[config.mk]
export PLATFORM = sky130hd
export DESIGN_NAME = ssx_exec
export DESIGN_NICKNAME = d
export VERILOG_FILES = /design/src/ssx_pkg.sv /design/src/ssx_exec.sv /design/src/ssx_regfile.sv
export SDC_FILE = /design/constraint.sdc
export NUM_CORES = 1
export LEC_CHECK = 0
export BUFFER_PORTS_ARGS = -buffer_cell sky130_fd_sc_hd__buf_2
export CELL_PAD_IN_SITES_DETAIL_PLACEMENT = 1
export CELL_PAD_IN_SITES_GLOBAL_PLACEMENT = 2
export CORE_ASPECT_RATIO = 1.2
export CORE_MARGIN = 1.5
export CORE_UTILIZATION = 36
export CTS_CLUSTER_SIZE = 16
export DETAILED_ROUTE_END_ITERATION = 12
export PLACE_DENSITY = 0.83
export RECOVER_POWER = 25
export SYNTH_ARGS = -nofsm -noshare
export SYNTH_HDL_FRONTEND = slang
export SYNTH_HIERARCHICAL = 1
export SYNTH_SLANG_ARGS = --single-unit
[constraint.sdc]
create_clock -name i_clk -period 2.9 [get_ports i_clk]
set_input_delay 0.29 -clock i_clk [delete_from_list [all_inputs] [get_ports i_clk]]
set_output_delay 0.29 -clock i_clk [all_outputs]
set_load 0.02 [all_outputs]
[src/ssx_pkg.sv]
package ssx_pkg;

  // ----------------------------------------------------------------
  // Operation codes presented by the core's decoder
  // ----------------------------------------------------------------
  typedef enum logic [3:0] {
    SSX_OP_NONE     = 4'h0,
    SSX_OP_WR_PLAIN = 4'h1,
    SSX_OP_WR_POST  = 4'h2,
    SSX_OP_WR_PRE   = 4'h3,
    SSX_OP_WR_OFS   = 4'h4,
    SSX_OP_WR_ABS   = 4'h5,
    SSX_OP_CODE_RD  = 4'h6,
    SSX_OP_CODE_INC = 4'h7,
    SSX_OP_PUSH     = 4'h8,
    SSX_OP_POP      = 4'h9
  } ssx_op_e;

  // ----------------------------------------------------------------
  // Pointer selection
  // ----------------------------------------------------------------
  typedef enum logic [1:0] {
    SSX_PTR_X = 2'h0,
    SSX_PTR_Y = 2'h1,
    SSX_PTR_Z = 2'h2
  } ssx_ptr_e;

  // ----------------------------------------------------------------
  // Sizes, reset values and cycle counts
  // ----------------------------------------------------------------
  localparam int SSX_NREG = 32;
  localparam logic [15:0] SSX_SP_RST = 16'h02FF;
  localparam logic [15:0] SSX_PTR_RST = 16'h0000;
  localparam logic [7:0] SSX_SREG_RST = 8'h00;
  localparam logic [1:0] SSX_CYC_STORE = 2'h2;
  localparam logic [1:0] SSX_CYC_CODE = 2'h3;
  localparam logic [1:0] SSX_CYC_STACK = 2'h2;
  localparam logic [4:0] SSX_IDX_RES_LOW = 5'h00;
  localparam logic [4:0] SSX_IDX_X = 5'h1A;
  localparam logic [4:0] SSX_IDX_Y = 5'h1C;
  localparam logic [4:0] SSX_IDX_Z = 5'h1E;

endpackage : ssx_pkg

[src/ssx_exec.sv]
`timescale 1ns/100ps
// Overview of operation
// - Post-increment store writes the source register at the pointer, then adds one; 2 cycles.
// - Pre-decrement store subtracts one from the pointer, then writes there; 2 cycles.
// - Offset store writes at Y or Z plus displacement, pointer unchanged; 2 cycles.
// - Absolute store writes at the address constant of the instruction; 2 cycles.
// - Code read loads the byte at Z into the destination register given by i_dest_reg, optional Z+1; 3 cycles.
// - Push places the source register on the stack; 2 cycles.
// - Pop takes the stack top into the destination register; 2 cycles.
module ssx_exec
  import ssx_pkg::*;
(
  // Clock, reset, enable
  input wire logic i_clk,
  input wire logic i_sys_rst,
  input wire logic i_ce,
  // Decoded instruction
  input wire logic i_start,
  input wire logic [3:0] i_op,
  input wire logic [1:0] i_ptr_sel,
  input wire logic [4:0] i_source_reg,
  input wire logic [4:0] i_dest_reg,
  input wire logic [5:0] i_disp,
  input wire logic [15:0] i_abs_addr,
  input wire logic [7:0] i_sreg_in,
  // Data memory
  output logic [15:0] o_dmem_addr,
  output logic [7:0] o_dmem_wdata,
  output logic o_dmem_we,
  output logic o_dmem_re,
  input wire logic [7:0] i_dmem_rdata,
  // Program memory (byte address)
  output logic [15:0] o_pmem_addr,
  output logic o_pmem_re,
  input wire logic [7:0] i_pmem_rdata,
  // Core state
  output logic o_busy,
  output logic o_done,
  output logic [15:0] o_x,
  output logic [15:0] o_y,
  output logic [15:0] o_z,
  output logic [15:0] o_sp,
  output logic [7:0] o_sreg
);

  // ----------------------------------------------------------------
  // State machine
  // ----------------------------------------------------------------
  typedef enum logic [1:0] {
    SSX_ST_IDLE = 2'b00,
    SSX_ST_EXEC = 2'b01,
    SSX_ST_WAIT = 2'b10
  } ssx_state_e;

  ssx_state_e state_ff;
  ssx_op_e op_ff;
  logic [1:0] ptr_sel_ff;
  logic [4:0] dst_ff;
  logic [5:0] disp_ff;
  logic [15:0] abs_ff;
  logic [1:0] cnt_ff;
  logic [15:0] x_ff;
  logic [15:0] y_ff;
  logic [15:0] z_ff;
  logic [15:0] sp_ff;
  logic [7:0] sreg_ff;
  logic [15:0] ptr_val;
  logic [15:0] nxt_ptr;
  logic [15:0] nxt_addr;
  logic [7:0] src_data;
  logic rf_we;
  logic [7:0] rf_wdata;
  logic [1:0] total_cyc;

  function automatic logic [15:0] ssx_step(input logic [15:0] v, input logic up);
    ssx_step = up ? 16'(v + 16'h0001) : 16'(v - 16'h0001);
  endfunction

  function automatic logic is_store(input ssx_op_e o);
    is_store = (o == SSX_OP_WR_PLAIN) || (o == SSX_OP_WR_POST) || (o == SSX_OP_WR_PRE) ||
               (o == SSX_OP_WR_OFS) || (o == SSX_OP_WR_ABS);
  endfunction

  ssx_regfile u_rf (
    .i_clk(i_clk),
    .i_sys_rst(i_sys_rst),
    .i_ce(i_ce),
    .i_we(rf_we),
    .i_waddr(dst_ff),
    .i_wdata(rf_wdata),
    .i_raddr(i_source_reg),
    .o_rdata(src_data)
  );

  // ----------------------------------------------------------------
  // Address generation
  // ----------------------------------------------------------------
  always_comb begin
    unique case (ptr_sel_ff)
      SSX_PTR_X: ptr_val = x_ff;
      SSX_PTR_Y: ptr_val = y_ff;
      default: ptr_val = z_ff;
    endcase
  end

  always_comb begin
    nxt_ptr = ptr_val;
    nxt_addr = ptr_val;
    unique case (op_ff)
      SSX_OP_WR_POST: nxt_ptr = ssx_step(ptr_val, 1'b1);
      SSX_OP_WR_PRE: begin
        nxt_ptr = ssx_step(ptr_val, 1'b0);
        nxt_addr = nxt_ptr;
      end
      SSX_OP_WR_OFS: nxt_addr = 16'(ptr_val + {10'h000, disp_ff});
      SSX_OP_WR_ABS: nxt_addr = abs_ff;
      SSX_OP_PUSH: nxt_addr = sp_ff;
      SSX_OP_POP: nxt_addr = ssx_step(sp_ff, 1'b1);
      SSX_OP_CODE_INC: nxt_ptr = ssx_step(z_ff, 1'b1);
      default: nxt_ptr = ptr_val;
    endcase
  end

  always_comb begin
    unique case (op_ff)
      SSX_OP_CODE_RD, SSX_OP_CODE_INC: total_cyc = SSX_CYC_CODE;
      SSX_OP_PUSH, SSX_OP_POP: total_cyc = SSX_CYC_STACK;
      default: total_cyc = SSX_CYC_STORE;
    endcase
  end

  // ----------------------------------------------------------------
  // Sequencing
  // ----------------------------------------------------------------
  always_ff @(posedge i_clk) begin
    if (i_sys_rst) begin
      state_ff <= SSX_ST_IDLE;
      cnt_ff <= 2'h0;
      op_ff <= SSX_OP_NONE;
      ptr_sel_ff <= 2'h0;
      dst_ff <= 5'h00;
      disp_ff <= 6'h00;
      abs_ff <= 16'h0000;
    end else if (i_ce) begin
      unique case (state_ff)
        SSX_ST_IDLE: begin
          if (i_start) begin
            state_ff <= SSX_ST_EXEC;
            cnt_ff <= 2'h1;
            op_ff <= ssx_op_e'(i_op);
            ptr_sel_ff <= (i_op == SSX_OP_CODE_RD || i_op == SSX_OP_CODE_INC) ?
                          SSX_PTR_Z : i_ptr_sel;
            dst_ff <= i_dest_reg;
            disp_ff <= i_disp;
            abs_ff <= i_abs_addr;
          end
        end
        SSX_ST_EXEC: begin
          cnt_ff <= 2'(cnt_ff + 2'h1);
          state_ff <= (2'(cnt_ff + 2'h1) >= total_cyc) ? SSX_ST_WAIT : SSX_ST_EXEC;
        end
        SSX_ST_WAIT: begin
          state_ff <= SSX_ST_IDLE;
          cnt_ff <= 2'h0;
        end
        default: state_ff <= SSX_ST_IDLE;
      endcase
    end
  end

  // Data memory strobes fire in the last cycle, once the source register is read; the program read strobe fires in the second.
  logic last_cyc;
  assign last_cyc = (state_ff == SSX_ST_EXEC) && (2'(cnt_ff + 2'h1) >= total_cyc);

  always_ff @(posedge i_clk) begin
    if (i_sys_rst) begin
      o_dmem_addr <= 16'h0000;
      o_dmem_wdata <= 8'h00;
      o_dmem_we <= 1'b0;
      o_dmem_re <= 1'b0;
      o_pmem_addr <= 16'h0000;
      o_pmem_re <= 1'b0;
    end else if (i_ce) begin
      o_dmem_we <= last_cyc && (is_store(op_ff) || op_ff == SSX_OP_PUSH);
      o_dmem_re <= (state_ff == SSX_ST_EXEC) && (cnt_ff == 2'h1) && op_ff == SSX_OP_POP;
      o_dmem_addr <= nxt_addr;
      o_dmem_wdata <= src_data;
      o_pmem_re <= (state_ff == SSX_ST_EXEC) && (cnt_ff == 2'h1) &&
                   (op_ff == SSX_OP_CODE_RD || op_ff == SSX_OP_CODE_INC);
      o_pmem_addr <= z_ff;
    end
  end

  // Register file write from code or stack read, on the completing cycle.
  always_comb begin
    rf_we = 1'b0;
    rf_wdata = i_dmem_rdata;
    if (state_ff == SSX_ST_WAIT) begin
      if (op_ff == SSX_OP_POP) begin
        rf_we = 1'b1;
      end else if (op_ff == SSX_OP_CODE_RD || op_ff == SSX_OP_CODE_INC) begin
        rf_we = 1'b1;
        rf_wdata = i_pmem_rdata;
      end
    end
  end

  // ----------------------------------------------------------------
  // Pointer and stack pointer updates
  // ----------------------------------------------------------------
  always_ff @(posedge i_clk) begin
    if (i_sys_rst) begin
      x_ff <= SSX_PTR_RST;
      y_ff <= SSX_PTR_RST;
      z_ff <= SSX_PTR_RST;
      sp_ff <= SSX_SP_RST;
    end else if (i_ce && last_cyc) begin
      if (op_ff == SSX_OP_WR_POST || op_ff == SSX_OP_WR_PRE || op_ff == SSX_OP_CODE_INC) begin
        unique case (ptr_sel_ff)
          SSX_PTR_X: x_ff <= nxt_ptr;
          SSX_PTR_Y: y_ff <= nxt_ptr;
          default: z_ff <= nxt_ptr;
        endcase
      end
      if (op_ff == SSX_OP_PUSH) begin
        sp_ff <= ssx_step(sp_ff, 1'b0);
      end else if (op_ff == SSX_OP_POP) begin
        sp_ff <= ssx_step(sp_ff, 1'b1);
      end
    end
  end

  // flags only follow the core's own input
  always_ff @(posedge i_clk) begin
    if (i_sys_rst) begin
      sreg_ff <= SSX_SREG_RST;
    end else if (i_ce && state_ff == SSX_ST_IDLE) begin
      sreg_ff <= i_sreg_in;
    end
  end

  assign o_busy = (state_ff != SSX_ST_IDLE);
  assign o_done = (state_ff == SSX_ST_WAIT);
  assign o_x = x_ff;
  assign o_y = y_ff;
  assign o_z = z_ff;
  assign o_sp = sp_ff;
  assign o_sreg = sreg_ff;

endmodule // ssx_exec

[src/ssx_regfile.sv]
`timescale 1ns/100ps
module ssx_regfile
  import ssx_pkg::*;
(
  // Clock, reset and enable
  input wire logic i_clk,
  input wire logic i_sys_rst,
  input wire logic i_ce,
  // Write port
  input wire logic i_we,
  input wire logic [4:0] i_waddr,
  input wire logic [7:0] i_wdata,
  // Registered read port
  input wire logic [4:0] i_raddr,
  output logic [7:0] o_rdata
);

  logic [7:0] mem_ff [SSX_NREG];

  always_ff @(posedge i_clk) begin
    if (i_ce && i_we) begin
      mem_ff[i_waddr] <= i_wdata;
    end
  end

  always_ff @(posedge i_clk) begin
    if (i_sys_rst) begin
      o_rdata <= 8'h00;
    end else if (i_ce) begin
      o_rdata <= mem_ff[i_raddr];
    end
  end

endmodule // ssx_regfile

Word level (Yosys, flattened, before mapping). Memories as Yosys holds them, arrays and structs flattened. A register that Yosys moved wholly into a read port is not among the register bits. Index checks and enable logic that the tools add are counted.

Register bits: 152. Latch bits: 0. RAM bits: 256. Memory bits (read-only): 0. Output and inout bits: 117. Logic and storage cells: 94. Memories: 1.

Add/sub/neg operators: 7. $mul: 0. Div/mod/pow operators: 0. Magnitude comparators: 1. Equal/unequal tests: 16. Shifts and indexed selects: 0. Multiplexer cells: 19. Bitwise operators: 1. Reductions and logical operators: 31.

Memories: u_rf.mem_ff (words 32, bits a word 8, rd ports 1, clocked after memory_dff 1, write ports 1, RTL line ssx_regfile.sv:18) `logic [7:0] mem_ff [SSX_NREG];`.

Operators with widths (count): $pmux W16 S5 (1); $add A16 B1 Y16 const B (3); $pmux W16 S3 (1); $mux W16 (2); $pmux W16 S2 (1); $sub A16 B1 Y16 const B (2); $eq A4 B3 Y1 const B (6); $mux W8 (3); $add A16 B6 Y16 (1); $reduce_and A3 Y1 (5); $logic_or A1 B1 Y1 (9); $eq A4 B2 Y1 const B (2); $eq A4 B4 Y1 const B (2); $logic_and A1 B1 Y1 (8); $eq A2 B1 Y1 const B (3); $mux W1 (6); $mux W2 (3); $pmux W2 S3 (1); $eq A4 B1 Y1 const B (1); $logic_not A2 Y1 (2); $pmux W2 S2 (1); $reduce_and A2 Y1 (2); $reduce_bool A2 Y1 (2); $reduce_or A2 Y1 (2); other kinds (6) (6).

Depth between registers and ports, before layout. Gate-level depths: netlist of the first run.

Depth in word-level cells: 8. Mapped depth: 13. Depth with buffers taken out: 11.

By module. Netlist of the first run, hierarchy kept.

By module, submodules not included: ssx_regfile (times used 1, cells an instance 603, area an instance 10391.2 um^2, seq. area each 7847.5 um^2); ssx_exec (times used 1, cells an instance 1141, area an instance 9073.7 um^2, seq. area each 3042.9 um^2).

Worst setup path before layout of the first run. No wires, ideal clock.

Path type: register -> register. From: reg ptr_sel_ff[0]. To: reg o_dmem_addr[10]. Setup time: 0.134 ns. Data arrival time: 2.774 ns. Setup slack: -0.008 ns. Cell stages (with the launch flop): 12. Path buffers: 0. Clock period less this slack: 2.908 ns. Cell sequence: dfxtp_1 > mux2_2 > mux2_2 > ha_1 > fa_1 > nand3_1 > a21oi_1 > o21ai_0 > nor4_1 > xnor2_1 > a221oi_1 > a211oi_1.

Word-level cells in the longest chain between the ends: 4.

Ends and longest elaborated chain: from (decl) (RTL line ssx_exec.sv:57) `logic [1:0] ptr_sel_ff;`; from (signal assigned) (RTL line ssx_exec.sv:151) `ptr_sel_ff <= (i_op == SSX_OP_CODE_RD || i_op == SSX_OP_CODE_INC) ?`; $eq A2 B1 Y1 / $logic_not A2 Y1 (equally long branches) (RTL line ssx_exec.sv:99) `unique case (ptr_sel_ff)`; $pmux W16 S2 (*) (RTL line ssx_exec.sv:99); $add A16 B6 Y16 / $sub A16 B1 Y16 (equally long branches) (RTL line ssx_exec.sv:115, ssx_exec.sv:76); $pmux W16 S5 (*) (RTL line ssx_exec.sv:109) `unique case (op_ff)`; to (signal assigned) (RTL line ssx_exec.sv:186) `o_dmem_addr <= nxt_addr;`; to (decl) (RTL line ssx_exec.sv:27) `output logic [15:0] o_dmem_addr,`.

Mark *: on every way between the ends. The rest lies on a longest branch, timed or not. A chain may end at the register's enable or synchronous reset.

Final worst setup path of the first run.
From: reg ptr_sel_ff[0]. To: reg o_dmem_addr[14].

Same word-level chain as after synthesis.

==> out/metrics.csv, run 1 <==
metric,value,unit
leading area contributor after synthesis,edfxtp_1,
first-pass GRT wire length,98100,um
Worst path slowest cell,dfxtp_2,
power share of the clock group,0.454,
Layout area overhead,23.55,%
port bufs,182,
"Async S/R FF share, synth",0,
WP data required,3.39,ns
H-tree levels,2,
DRC Markers,0,
GP Congestion,0.9072,
endpoints failing setup,0,
Nets,2131,
FF-to-FF path depth,13,
ant diodes,0,
hpwl dp,45490,um
First-pass DRT Iterations,5,
origin of the critical flop-to-flop path,ptr_sel_ff[0]$_SDFFE_PP0P_,
Pwr Density,560.2,nW/um^2
die area,55480,sq um
Inserted Clock Buffers,44,
gr usage total,0.2282,
Tot Pwr,13.47,mW
pre-CTS WS,-0.03247,ns
most frequent CP cell,buf_4,
Longest Clk Path Bufs,3,
kind of critical path,reg2reg,
crit-path cells,buf_4 -> buf_12 -> buf_4 -> mux2_2 -> mux2i_1 -> buf_4 -> nand4_1 -> buf_4 -> nor4_1 -> mux2i_1 -> buf_4 -> a211oi_2 -> nor3_1,
total number of vias,15450,
Wirelength per Cell,22.99,um
ranking of synthesized cells by area,"edfxtp_1, dfxtp_1, mux2i_1",
Slew @ Worst Pin,1.130,ns
syn_nets,1828,
utilization after layout,0.4493,
Tcrit/Tclk final,0.9655,
internal power,10.22,mW
Sw Share,0.2414,
CTS tree,done,
"Slew Viols, Final",0,
vias in the first global route,16430,
Die X,215.3,um
Critical Path Sink Type,flop,
# rows,93,
IO Pins,183,
Hold WC Path Type,in2reg,
"EDFF count, synth",256,
Hold Path End,ptr_sel_ff[1]$_SDFFE_PP0P_,
synth unique cells,88,
"Max FO, Critical Path",9,
worst hold path cell count,3,
Mean Syn Cell Area,11.16,sq um
final worst path period need,2.800,ns
Slew Limit Headroom,0.2469,
number of clock sinks,416,
chip height,257.7,um
Combinational Power Share,0.072,
filler instances,5987,
Worst EP arrival,3.29,ns
clk_skew,0.06023,ns
register share of total power,0.474,
"Clk Latency, worst-skew pair",0.62,ns
Final WS setup,0.09994,ns
Initial DRC Count,832,
sequential share of the synthesized area,0.5595,
Critical Path Start,ptr_sel_ff[0]$_SDFFE_PP0P_,
FF-to-FF End,o_dmem_addr[14]$_SDFFE_PP0P_,
Fmax achieved,357.1,MHz
global route overflow,0,
clock root cell,clkbuf_16,
Worst-path clk slew,0.06,ns
DR vias/cell,5.527,
internal reg-to-reg setup slack,0.1,ns
Initial Util,0.3637,
crit start category,flop,
Final Hold Vio Count,0,
initial antenna violation count,0,
core outline area,53530,sq um
Hold WS,0.06379,ns
Mapped Cells,1744,
area share of the largest cell type after synthesis,0.3949,
worst vdd ir,394.0,uV
post-synthesis instance area,19460,sq um
status,finished clean,
most used flip-flop cell after synthesis,edfxtp_1,
unrepaired setup endpoints after global routing,true,
leakage,8.745,nW
"Warnings, synthesis",6,
Switch Pwr,3.253,mW
Detailed Route WL,64250,um
max_cap viols,0,
Synth Register Bits,416,
CP peak stage delay,0.35,ns
layout cells sized above 1,0.1858,
largest net degree at the start of global routing,65,
Hold Crit Start,i_ptr_sel[1],
Antenna Violating Nets Remaining,0,
cell usage after synthesis (all sizes together), types with 16 or more instances:
cell,count
nor2,171
xor2,20
mux2,21
or4,16
o21ai,46
buf,45
a211oi,63
nand4,20
a21oi,114
dfxtp,160
mux2i,177
clkbuf,85
nor3,21
nand3,33
nand2,157
a22oi,68
xnor2,32
inv,16
ha,17
edfxtp,256
final cells by class:
cell class	instances	area (sq um)	area share
Timing Repair Buffer	387	2564	0.1066
Clock inverter	32	432.9	0.01800
Sequential cell	416	10890	0.4529
Inverter	18	67.56	0.002810
Clock buffer	50	1144	0.04755
Multi-Input combinational cell	1180	8058	0.3351
Tap cell	712	890.9	0.03704
cell families (layout without fill, tap and decap cells):
family | after synthesis | in the layout | share of synthesized area
AOI/OAI and AO/OA | 400 | 400 | 0.1401
xor gates and xnor gates | 52 | 52 | 0.02340
adders and majority gates | 18 | 18 | 0.01196
buffers and inverters | 148 | 487 | 0.03535
DFF | 416 | 416 | 0.5595
muxes | 198 | 198 | 0.1046
and+or+nand+nor | 512 | 512 | 0.1250
worst max-delay path, delay by kind of cell, from the launching register on:
kind            cells  cell delay, ns
compound gates      1            0.04
buf+inv             6            0.96
flops               1            0.35
mux                 3            0.80
simple gates        3            0.56
metal layers:
metal  GRT usage  vias up  wire (um)
met5           0        -          0
met4     0.09946        0       2789
met3     0.02933      153       2174
met2      0.4257      346      34050
met1      0.2594     7790      25240
li1            -     7159          -
layout by cell type, fill, tap and decap left out, types with 8 or more instances in the layout:
cell type      count
buf_4            143
nand3_1           33
dlygate4sd3_1     39
clkbuf_16         44
a221oi_1          10
buf_12            14
a221o_1            8
a21oi_1          110
o211ai_1           9
inv_1             14
a31oi_1           13
o21ai_0           44
or4_1             12
a311oi_1          14
mux2_2            21
dfxtp_1          159
nor3_1            19
a22oi_1           65
clkinv_2           8
o21a_1             9
mux2i_1          173
clkbuf_1         123
xor2_1            20
buf_2             67
nor4_1            12
a211oi_1          58
nor2_1           169
xnor2_1           32
and3_1            13
edfxtp_1         256
nand4_1           19
nand2b_1          15
or3_1              8
ha_1              14
nand2_1          157
power by group through the flow:
| stage | combinational (mW) | sequential, mW | clock, mW |
|---|---|---|---|
| after CTS | 0.981 | 6.39 | 6.22 |
| after floorplan | 0.542 | 6.52 | 0 |
| after global placement | 0.907 | 6.51 | 0 |
| after global routing | 1.04 | 6.39 | 6.42 |
| after detailed placement | 0.934 | 6.52 | 0 |
| final | 0.969 | 6.39 | 6.11 |
registers in the layout, indices dropped and copies added, names as in the netlist, 16 cells and up:
signal,cells
o_dmem_addr,16
o_sp,16
o_z,16
u_rf/mem_ff,256
o_x,16
abs_ff,16
o_y,16
o_pmem_addr,16
worst max path at each step:
stage	to	cells past startpoint
final	o_dmem_addr[14]$_SDFFE_PP0P_	13
after global routing	o_dmem_addr[14]$_SDFFE_PP0P_	13
after CTS	o_dmem_addr[14]$_SDFFE_PP0P_	13
after detailed placement	o_x[7]$_SDFFE_PP0P_	12
after global placement	o_dmem_addr[13]$_SDFFE_PP0P_	11
after floorplan	o_dmem_addr[10]$_SDFFE_PP0P_	11
stage by stage:
stage          instances  TNS, ns  area (sq um)
2_1_floorplan       1744        0         19460
3_3_place_gp        2667        0         22070
3_5_place_dp        2667  -0.1046         22070
4_1_cts             2789        0         24050
5_1_grt             2795  -0.2056         24050
6_report            2795        0         24050
what timing repair did:
| action | 4_1_cts | 5_1_grt |
|---|---|---|
| pin swaps | 2 | 8 |
| cloned | 0 | 0 |
| resized for setup | 3 | 27 |
| endpoints found under the setup margin | 6 | 37 |
| hold buffers | 39 | 0 |
| endpoints found under the hold margin | 39 | 0 |
| setup buffers | 1 | 6 |
Note: power is estimated with default switching activity, not from simulation.
==> inputs of run 2 (changes only) <==
Settings changed: CELL_PAD_IN_SITES_DETAIL_PLACEMENT 1 to 0, CELL_PAD_IN_SITES_GLOBAL_PLACEMENT 2 to 1, CORE_UTILIZATION 36 to 43.
==> run 2 against run 1 <==
Hold slack worse by 0.040 ns; critical path depth is 3 lower; critical endpoint is now o_x[7]$_SDFFE_PP0P_; global-route usage is 1.5 points higher.
==> out/metrics.csv, run 2 (same netlist as run 1, synthesis figures left out) <==
metric,value,unit
Nets,2096,
WP data required,3.32,ns
Worst path slowest cell,dfxtp_1,
Final WS setup,0.1207,ns
utilization after layout,0.5194,
die area,46560,sq um
Pwr Density,538.5,nW/um^2
metal2 WL,29580,um
Cells after DPL,2546,
Hold WS,0.02340,ns
Non-Filler Instances,2653,
core outline area,44770,sq um
chip height,236.1,um
# rows,85,
endpoints failing setup,0,
sum of routed wire segments on met1,22380,um
global route overflow,0,
total number of vias,15190,
CTS tree,done,
Final Hold Vio Count,0,
clk_skew,0.02439,ns
final setup TNS,0,ns
Tot Pwr,12.52,mW
status,finished clean,
Biggest register,u_rf/mem_ff,
Top Layer Used,met4,
DR vias/cell,5.727,
layout cells sized above 1,0.1601,
Layout area overhead,19.48,%
Wirelength per Cell,21.49,um
Die X,197.2,um
Fmax achieved,359.8,MHz
"commonest non-fill, non-tap cell in the layout",edfxtp_1,
crit start category,flop,
Detailed Route WL,57010,um
largest net degree at the start of global routing,68,
Initial DRC Count,1142,
gr usage total,0.2429,
clock root cell,clkbuf_16,
leakage,8.397,nW
max reg flops,256,
Worst EP arrival,3.20,ns
H-tree levels,2,
IO Pins,183,
origin of the critical flop-to-flop path,op_ff[3]$_SDFFE_PP0P_,
Worst-path clk slew,0.07,ns
hpwl dp,39730,um
kind of critical path,reg2reg,
number of clock sinks,416,
Placed Area,21740,sq um
DRC Markers,0,
First-pass DRT Iterations,8,
"Clk Latency, worst-skew pair",0.56,ns
initial antenna violation count,1,
Tcrit/Tclk final,0.9584,
Slew Limit Headroom,0.03381,
Longest Clk Path Bufs,3,
most frequent CP cell,buf_4,
worst vdd ir,448.2,uV
Critical Path Start,op_ff[3]$_SDFFE_PP0P_,
Critical Path Sink Type,flop,
CP endpoint,o_x[7]$_SDFFE_PP0P_,
Inserted Clock Buffers,41,
first-pass GRT wire length,87430,um
max_cap viols,0,
"Max FO, Critical Path",9,
design area,23260,sq um
metal3 WL,2799,um
final worst path period need,2.779,ns
Hold WC Path Type,in2reg,
internal reg-to-reg setup slack,0.12,ns
GP Congestion,0.9219,
FF-to-FF End,o_x[7]$_SDFFE_PP0P_,
post-CTS setup buffers,0,
Antenna Violating Nets Remaining,0,
"Slew Viols, Final",0,
Initial Util,0.4347,
Slew @ Worst Pin,1.449,ns
vias in the first global route,14960,
crit-path cells,and4b_1 -> nor2_2 -> buf_4 -> o32a_1 -> buf_4 -> nor2_1 -> xor2_1 -> a211oi_1 -> buf_4 -> a211oi_1,
pre-CTS WS,0.02654,ns
port bufs,182,
CP peak stage delay,0.46,ns
most frequent cells in the layout,"edfxtp_1, mux2i_1, nor2_1",
FF-to-FF path depth,10,
-- run 2: cell types whose count changed in the layout (fill, tap and decap cells not counted), sizes merged --
cell / before / now
diode: 0 / 1
buf: 226 / 198
dlygate4sd3: 39 / 32
clkbuf: 172 / 185
clkinv: 15 / 10
inv: 22 / 18
bufinv: 7 / 2
clkinvlp: 6 / 2
-- run 2: critical path: cells and delay by family (launching register included) --
family,cells,cell delay (ns)
AO/OA/AOI/OAI,3,0.89
buffers and inverters,3,0.60
AND/OR/NAND/NOR,3,0.51
flip-flops,1,0.46
XOR/XNOR,1,0.19
-- run 2: what timing repair did --
item / CTS / global route
endpoints found under the setup margin: 0 / 34
endpoints found under the hold margin: 32 / 0
gates resized for setup: 0 / 16
hold buffers: 32 / 0
-- run 2: metal layers --
| metal | vias up | GRT usage |
|---|---|---|
| met2 | 478 | 0.4310 |
| met5 | - | 0 |
| li1 | 7062 | - |
| met1 | 7517 | 0.2955 |
| met4 | 0 | 0.1004 |
| met3 | 136 | 0.03131 |
-- run 2: power by group --
group | internal (mW) | switching [mW]
registers | 6.33 | 0.0600
logic | 0.340 | 0.585
clock network | 2.94 | 2.27
-- run 2: worst min path at each step --
stage / start / end / cells after the start
3_5_place_dp: cnt_ff[1]$_SDFFE_PP0P_ / cnt_ff[1]$_SDFFE_PP0P_ / 2
4_1_cts: i_abs_addr[2] / abs_ff[2]$_SDFFE_PP0P_ / 3
2_1_floorplan: i_abs_addr[0] / abs_ff[0]$_SDFFE_PP0P_ / 2
6_report: i_abs_addr[0] / abs_ff[0]$_SDFFE_PP0P_ / 3
3_3_place_gp: o_pmem_re$_SDFFE_PP0P_ / o_pmem_re$_SDFFE_PP0P_ / 2
5_1_grt: i_disp[2] / disp_ff[2]$_SDFFE_PP0P_ / 3
-- run 2: final cells by class --
cell class | instances | area [sq um]
fillers | 3997 | 21520
diodes | 1 | 2.502
repair buffers | 355 | 2228
flip-flops and latches | 416 | 10890
clock buffers | 60 | 1137
well taps | 609 | 762.0
multi-input cells | 1180 | 7991
clock inverters | 14 | 175.2
inverters | 18 | 67.56
==> inputs of run 3 (changes only) <==
Settings changed: ABC_AREA from default to 1, CORE_UTILIZATION 43 to 41.
==> run 3 against run 2 <==
The flow now finishes with violations (slew limit); global-route usage rose by 0.31 points; cell count rose by 26%; hold slack improved by 0.012 ns; setup slack improved by 0.041 ns.
==> out/metrics.csv, run 3 <==
metric,value,unit
die area,51120,sq um
First-pass DRT Iterations,7,
endpoints failing setup,0,
DR vias/cell,5.235,
kind of critical path,reg2reg,
vias in the first global route,16950,
Worst-path clk slew,0.06,ns
GP Congestion,0.9434,
ranking of synthesized cells by area,"edfxtp_1, dfxtp_1, nand2_1",
Initial Util,0.4155,
"EDFF count, synth",256,
clk_skew,0.01752,ns
gr usage total,0.2460,
worst hold path cell count,3,
"Warnings, synthesis",6,
"count leader, synth",nand2_1,
Hold WC Path Type,in2reg,
IO Pins,183,
Biggest register,u_rf/mem_ff,
crit-path cells,inv_2 -> nor2_4 -> buf_4 -> nand2_4 -> nand3_4 -> inv_1 -> ha_1 -> fa_1 -> or2_2 -> nand3_1 -> o211ai_1 -> a21oi_1 -> a31oi_1,
leakage,9.845,nW
"Async S/R FF share, synth",0,
Layout area overhead,16.80,%
Switch Pwr,3.767,mW
cell family with most CP delay,simple AND/OR/NAND/NOR gates,
layout cells sized above 1,0.1267,
total number of vias,17470,
chip height,247.4,um
Antenna Violating Nets Remaining,0,
"Clk Latency, worst-skew pair",0.58,ns
design area,23830,sq um
Final Hold Vio Count,0,
initial antenna violation count,1,
DRC Markers,0,
unrepaired setup endpoints after global routing,false,
core outline area,49110,sq um
Slew Limit Headroom,-0.001627,
register share of total power,0.465,
most frequent cells in the layout,"nand2_1, nand3_1, edfxtp_1",
Longest Clk Path Bufs,3,
Hold WS,0.03585,ns
port bufs,182,
clock root cell,clkbuf_16,
"Slew Viols, Final",35,
hpwl dp,42930,um
FF-to-FF path depth,13,
Fmax achieved,365.2,MHz
WP data required,3.35,ns
Die X,206.7,um
"Max FO, Critical Path",7,
Slew @ Worst Pin,1.502,ns
Wirelength per Cell,18.74,um
Hold Crit Start,i_op[3],
most used flip-flop cell after synthesis,edfxtp_1,
H-tree levels,2,
Initial DRC Count,1260,
global route overflow,0,
Critical path buffers and inverters,3,
worst vdd ir,435.1,uV
CP peak stage delay,0.42,ns
FF-to-FF End,o_dmem_addr[2]$_SDFFE_PP0P_,
Mean Syn Cell Area,8.425,sq um
filler instances,4743,
Placed Area,22230,sq um
largest net degree at the start of global routing,129,
max_cap viols,0,
final worst path period need,2.739,ns
Hold Path End,op_ff[3]$_SDFFE_PP0P_,
syn_nets,2506,
Worst path slowest cell,fa_1,
status,"complete, but fails checks",
top post-synthesis cells by count,"nand2_1, nand3_1, edfxtp_1",
internal power,10.12,mW
ant diodes,0,
Pwr Density,582.5,nW/um^2
max reg flops,256,
synth unique cells,54,
# rows,89,
area share of the largest cell type after synthesis,0.3767,
Combinational Power Share,0.131,
Critical Path Sink Type,flop,
Tcrit/Tclk final,0.9443,
Mapped Cells,2422,
Worst EP arrival,3.19,ns
internal reg-to-reg setup slack,0.16,ns
Nets,2749,
Inserted Clock Buffers,43,
final setup TNS,0,ns
Synth Register Bits,416,
CTS tree,done,
leading area contributor after synthesis,edfxtp_1,
failing checks,slew limit,
crit start category,flop,
origin of the critical flop-to-flop path,ptr_sel_ff[0]$_SDFFE_PP0P_,
Detailed Route WL,62520,um
power share of the clock group,0.404,
first-pass GRT wire length,96260,um
sequential share of the synthesized area,0.5337,
"commonest non-fill, non-tap cell in the layout",nand2_1,
number of clock sinks,416,
post-synthesis instance area,20400,sq um
Sw Share,0.2714,
==> run 3: changes by cell type after synthesis, sizes merged, moves of 57 or more <==
| cell | previous run | this run |
|---|---|---|
| nor2 | 171 | 236 |
| o21ai | 46 | 152 |
| a22oi | 68 | 3 |
| a211oi | 63 | 6 |
| inv | 16 | 221 |
| nand2 | 157 | 673 |
| nand3 | 33 | 346 |
| mux2i | 177 | 0 |
==> run 3: metal layers <==
metal | vias up | wire (um) | GRT usage
met5 | - | 13 | 0
met4 | 2 | 2352 | 0.09591
met3 | 133 | 2947 | 0.02823
met2 | 504 | 32220 | 0.4452
met1 | 8251 | 24990 | 0.2963
li1 | 8575 | - | -
==> run 3: worst max path at each step <==
| stage | start | cells after the start | to |
|---|---|---|---|
| final | ptr_sel_ff[0]$_SDFFE_PP0P_ | 13 | o_dmem_addr[2]$_SDFFE_PP0P_ |
| after floorplan | op_ff[0]$_SDFFE_PP0P_ | 11 | u_rf/mem_ff[11][0]$_DFFE_PP_ |
| after global routing | ptr_sel_ff[0]$_SDFFE_PP0P_ | 19 | o_dmem_addr[11]$_SDFFE_PP0P_ |
| after detailed placement | ptr_sel_ff[1]$_SDFFE_PP0P_ | 16 | o_dmem_addr[14]$_SDFFE_PP0P_ |
| after global placement | ptr_sel_ff[1]$_SDFFE_PP0P_ | 11 | o_dmem_addr[2]$_SDFFE_PP0P_ |
| after CTS | ptr_sel_ff[1]$_SDFFE_PP0P_ | 11 | o_dmem_addr[2]$_SDFFE_PP0P_ |
==> run 3: area by class of cell <==
type | count | area, sq um | area share
clock inverter | 18 | 203.9 | 0.008558
sequential | 416 | 10890 | 0.4571
clock buffer | 61 | 1235 | 0.05182
multi-input combinational | 1665 | 7995 | 0.3355
timing repair buffer | 317 | 1871 | 0.07849
tap | 637 | 797.0 | 0.03344
inverter | 222 | 837.1 | 0.03512
==> run 3: logic make-up after synthesis <==
logic type	synth area share
compound gates	0.09253
mux	0.004415
simple gates	0.2791
flops	0.5337
fa+ha+maj	0.01141
xor+xnor	0.004721
buf+inv	0.07413
==> run 3: repair_timing <==
item                                    in CTS  in global routing
endpoints found under the setup margin       0                  8
hold endpoints to repair                    36                  0
gates resized for setup                      0                  2
buffers inserted                             0                  2
hold buffers                                36                  0
==> run 3: worst min-delay path, delay by kind of cell <==
kind	cells	cell delay, ns
compound gates	2	0.20
buf+inv	1	0.08
==> run 3: stage by stage <==
step / setup slack [ns] / total power, mW / instances / util
final: 0.1614 / 13.88 / 3336 / 0.4853
after global routing: 0.01268 / 14.38 / 3336 / 0.4853
after CTS: 0.1421 / 14.01 / 3334 / 0.4893
after detailed placement: 0.1523 / 8.372 / 3219 / 0.4527
after global placement: 0.2101 / 8.357 / 3219 / 0.4527
after floorplan: 0.5509 / 7.759 / 2422 / -
==> run 3: power by group through the flow <==
stage                     clock [mW]  sequential [mW]  combinational, mW
after floorplan                    0             6.61               1.15
after global placement             0             6.58               1.78
after detailed placement           0             6.58               1.79
after CTS                       5.72             6.45               1.84
after global routing            5.91             6.46               2.01
final                           5.60             6.46               1.82
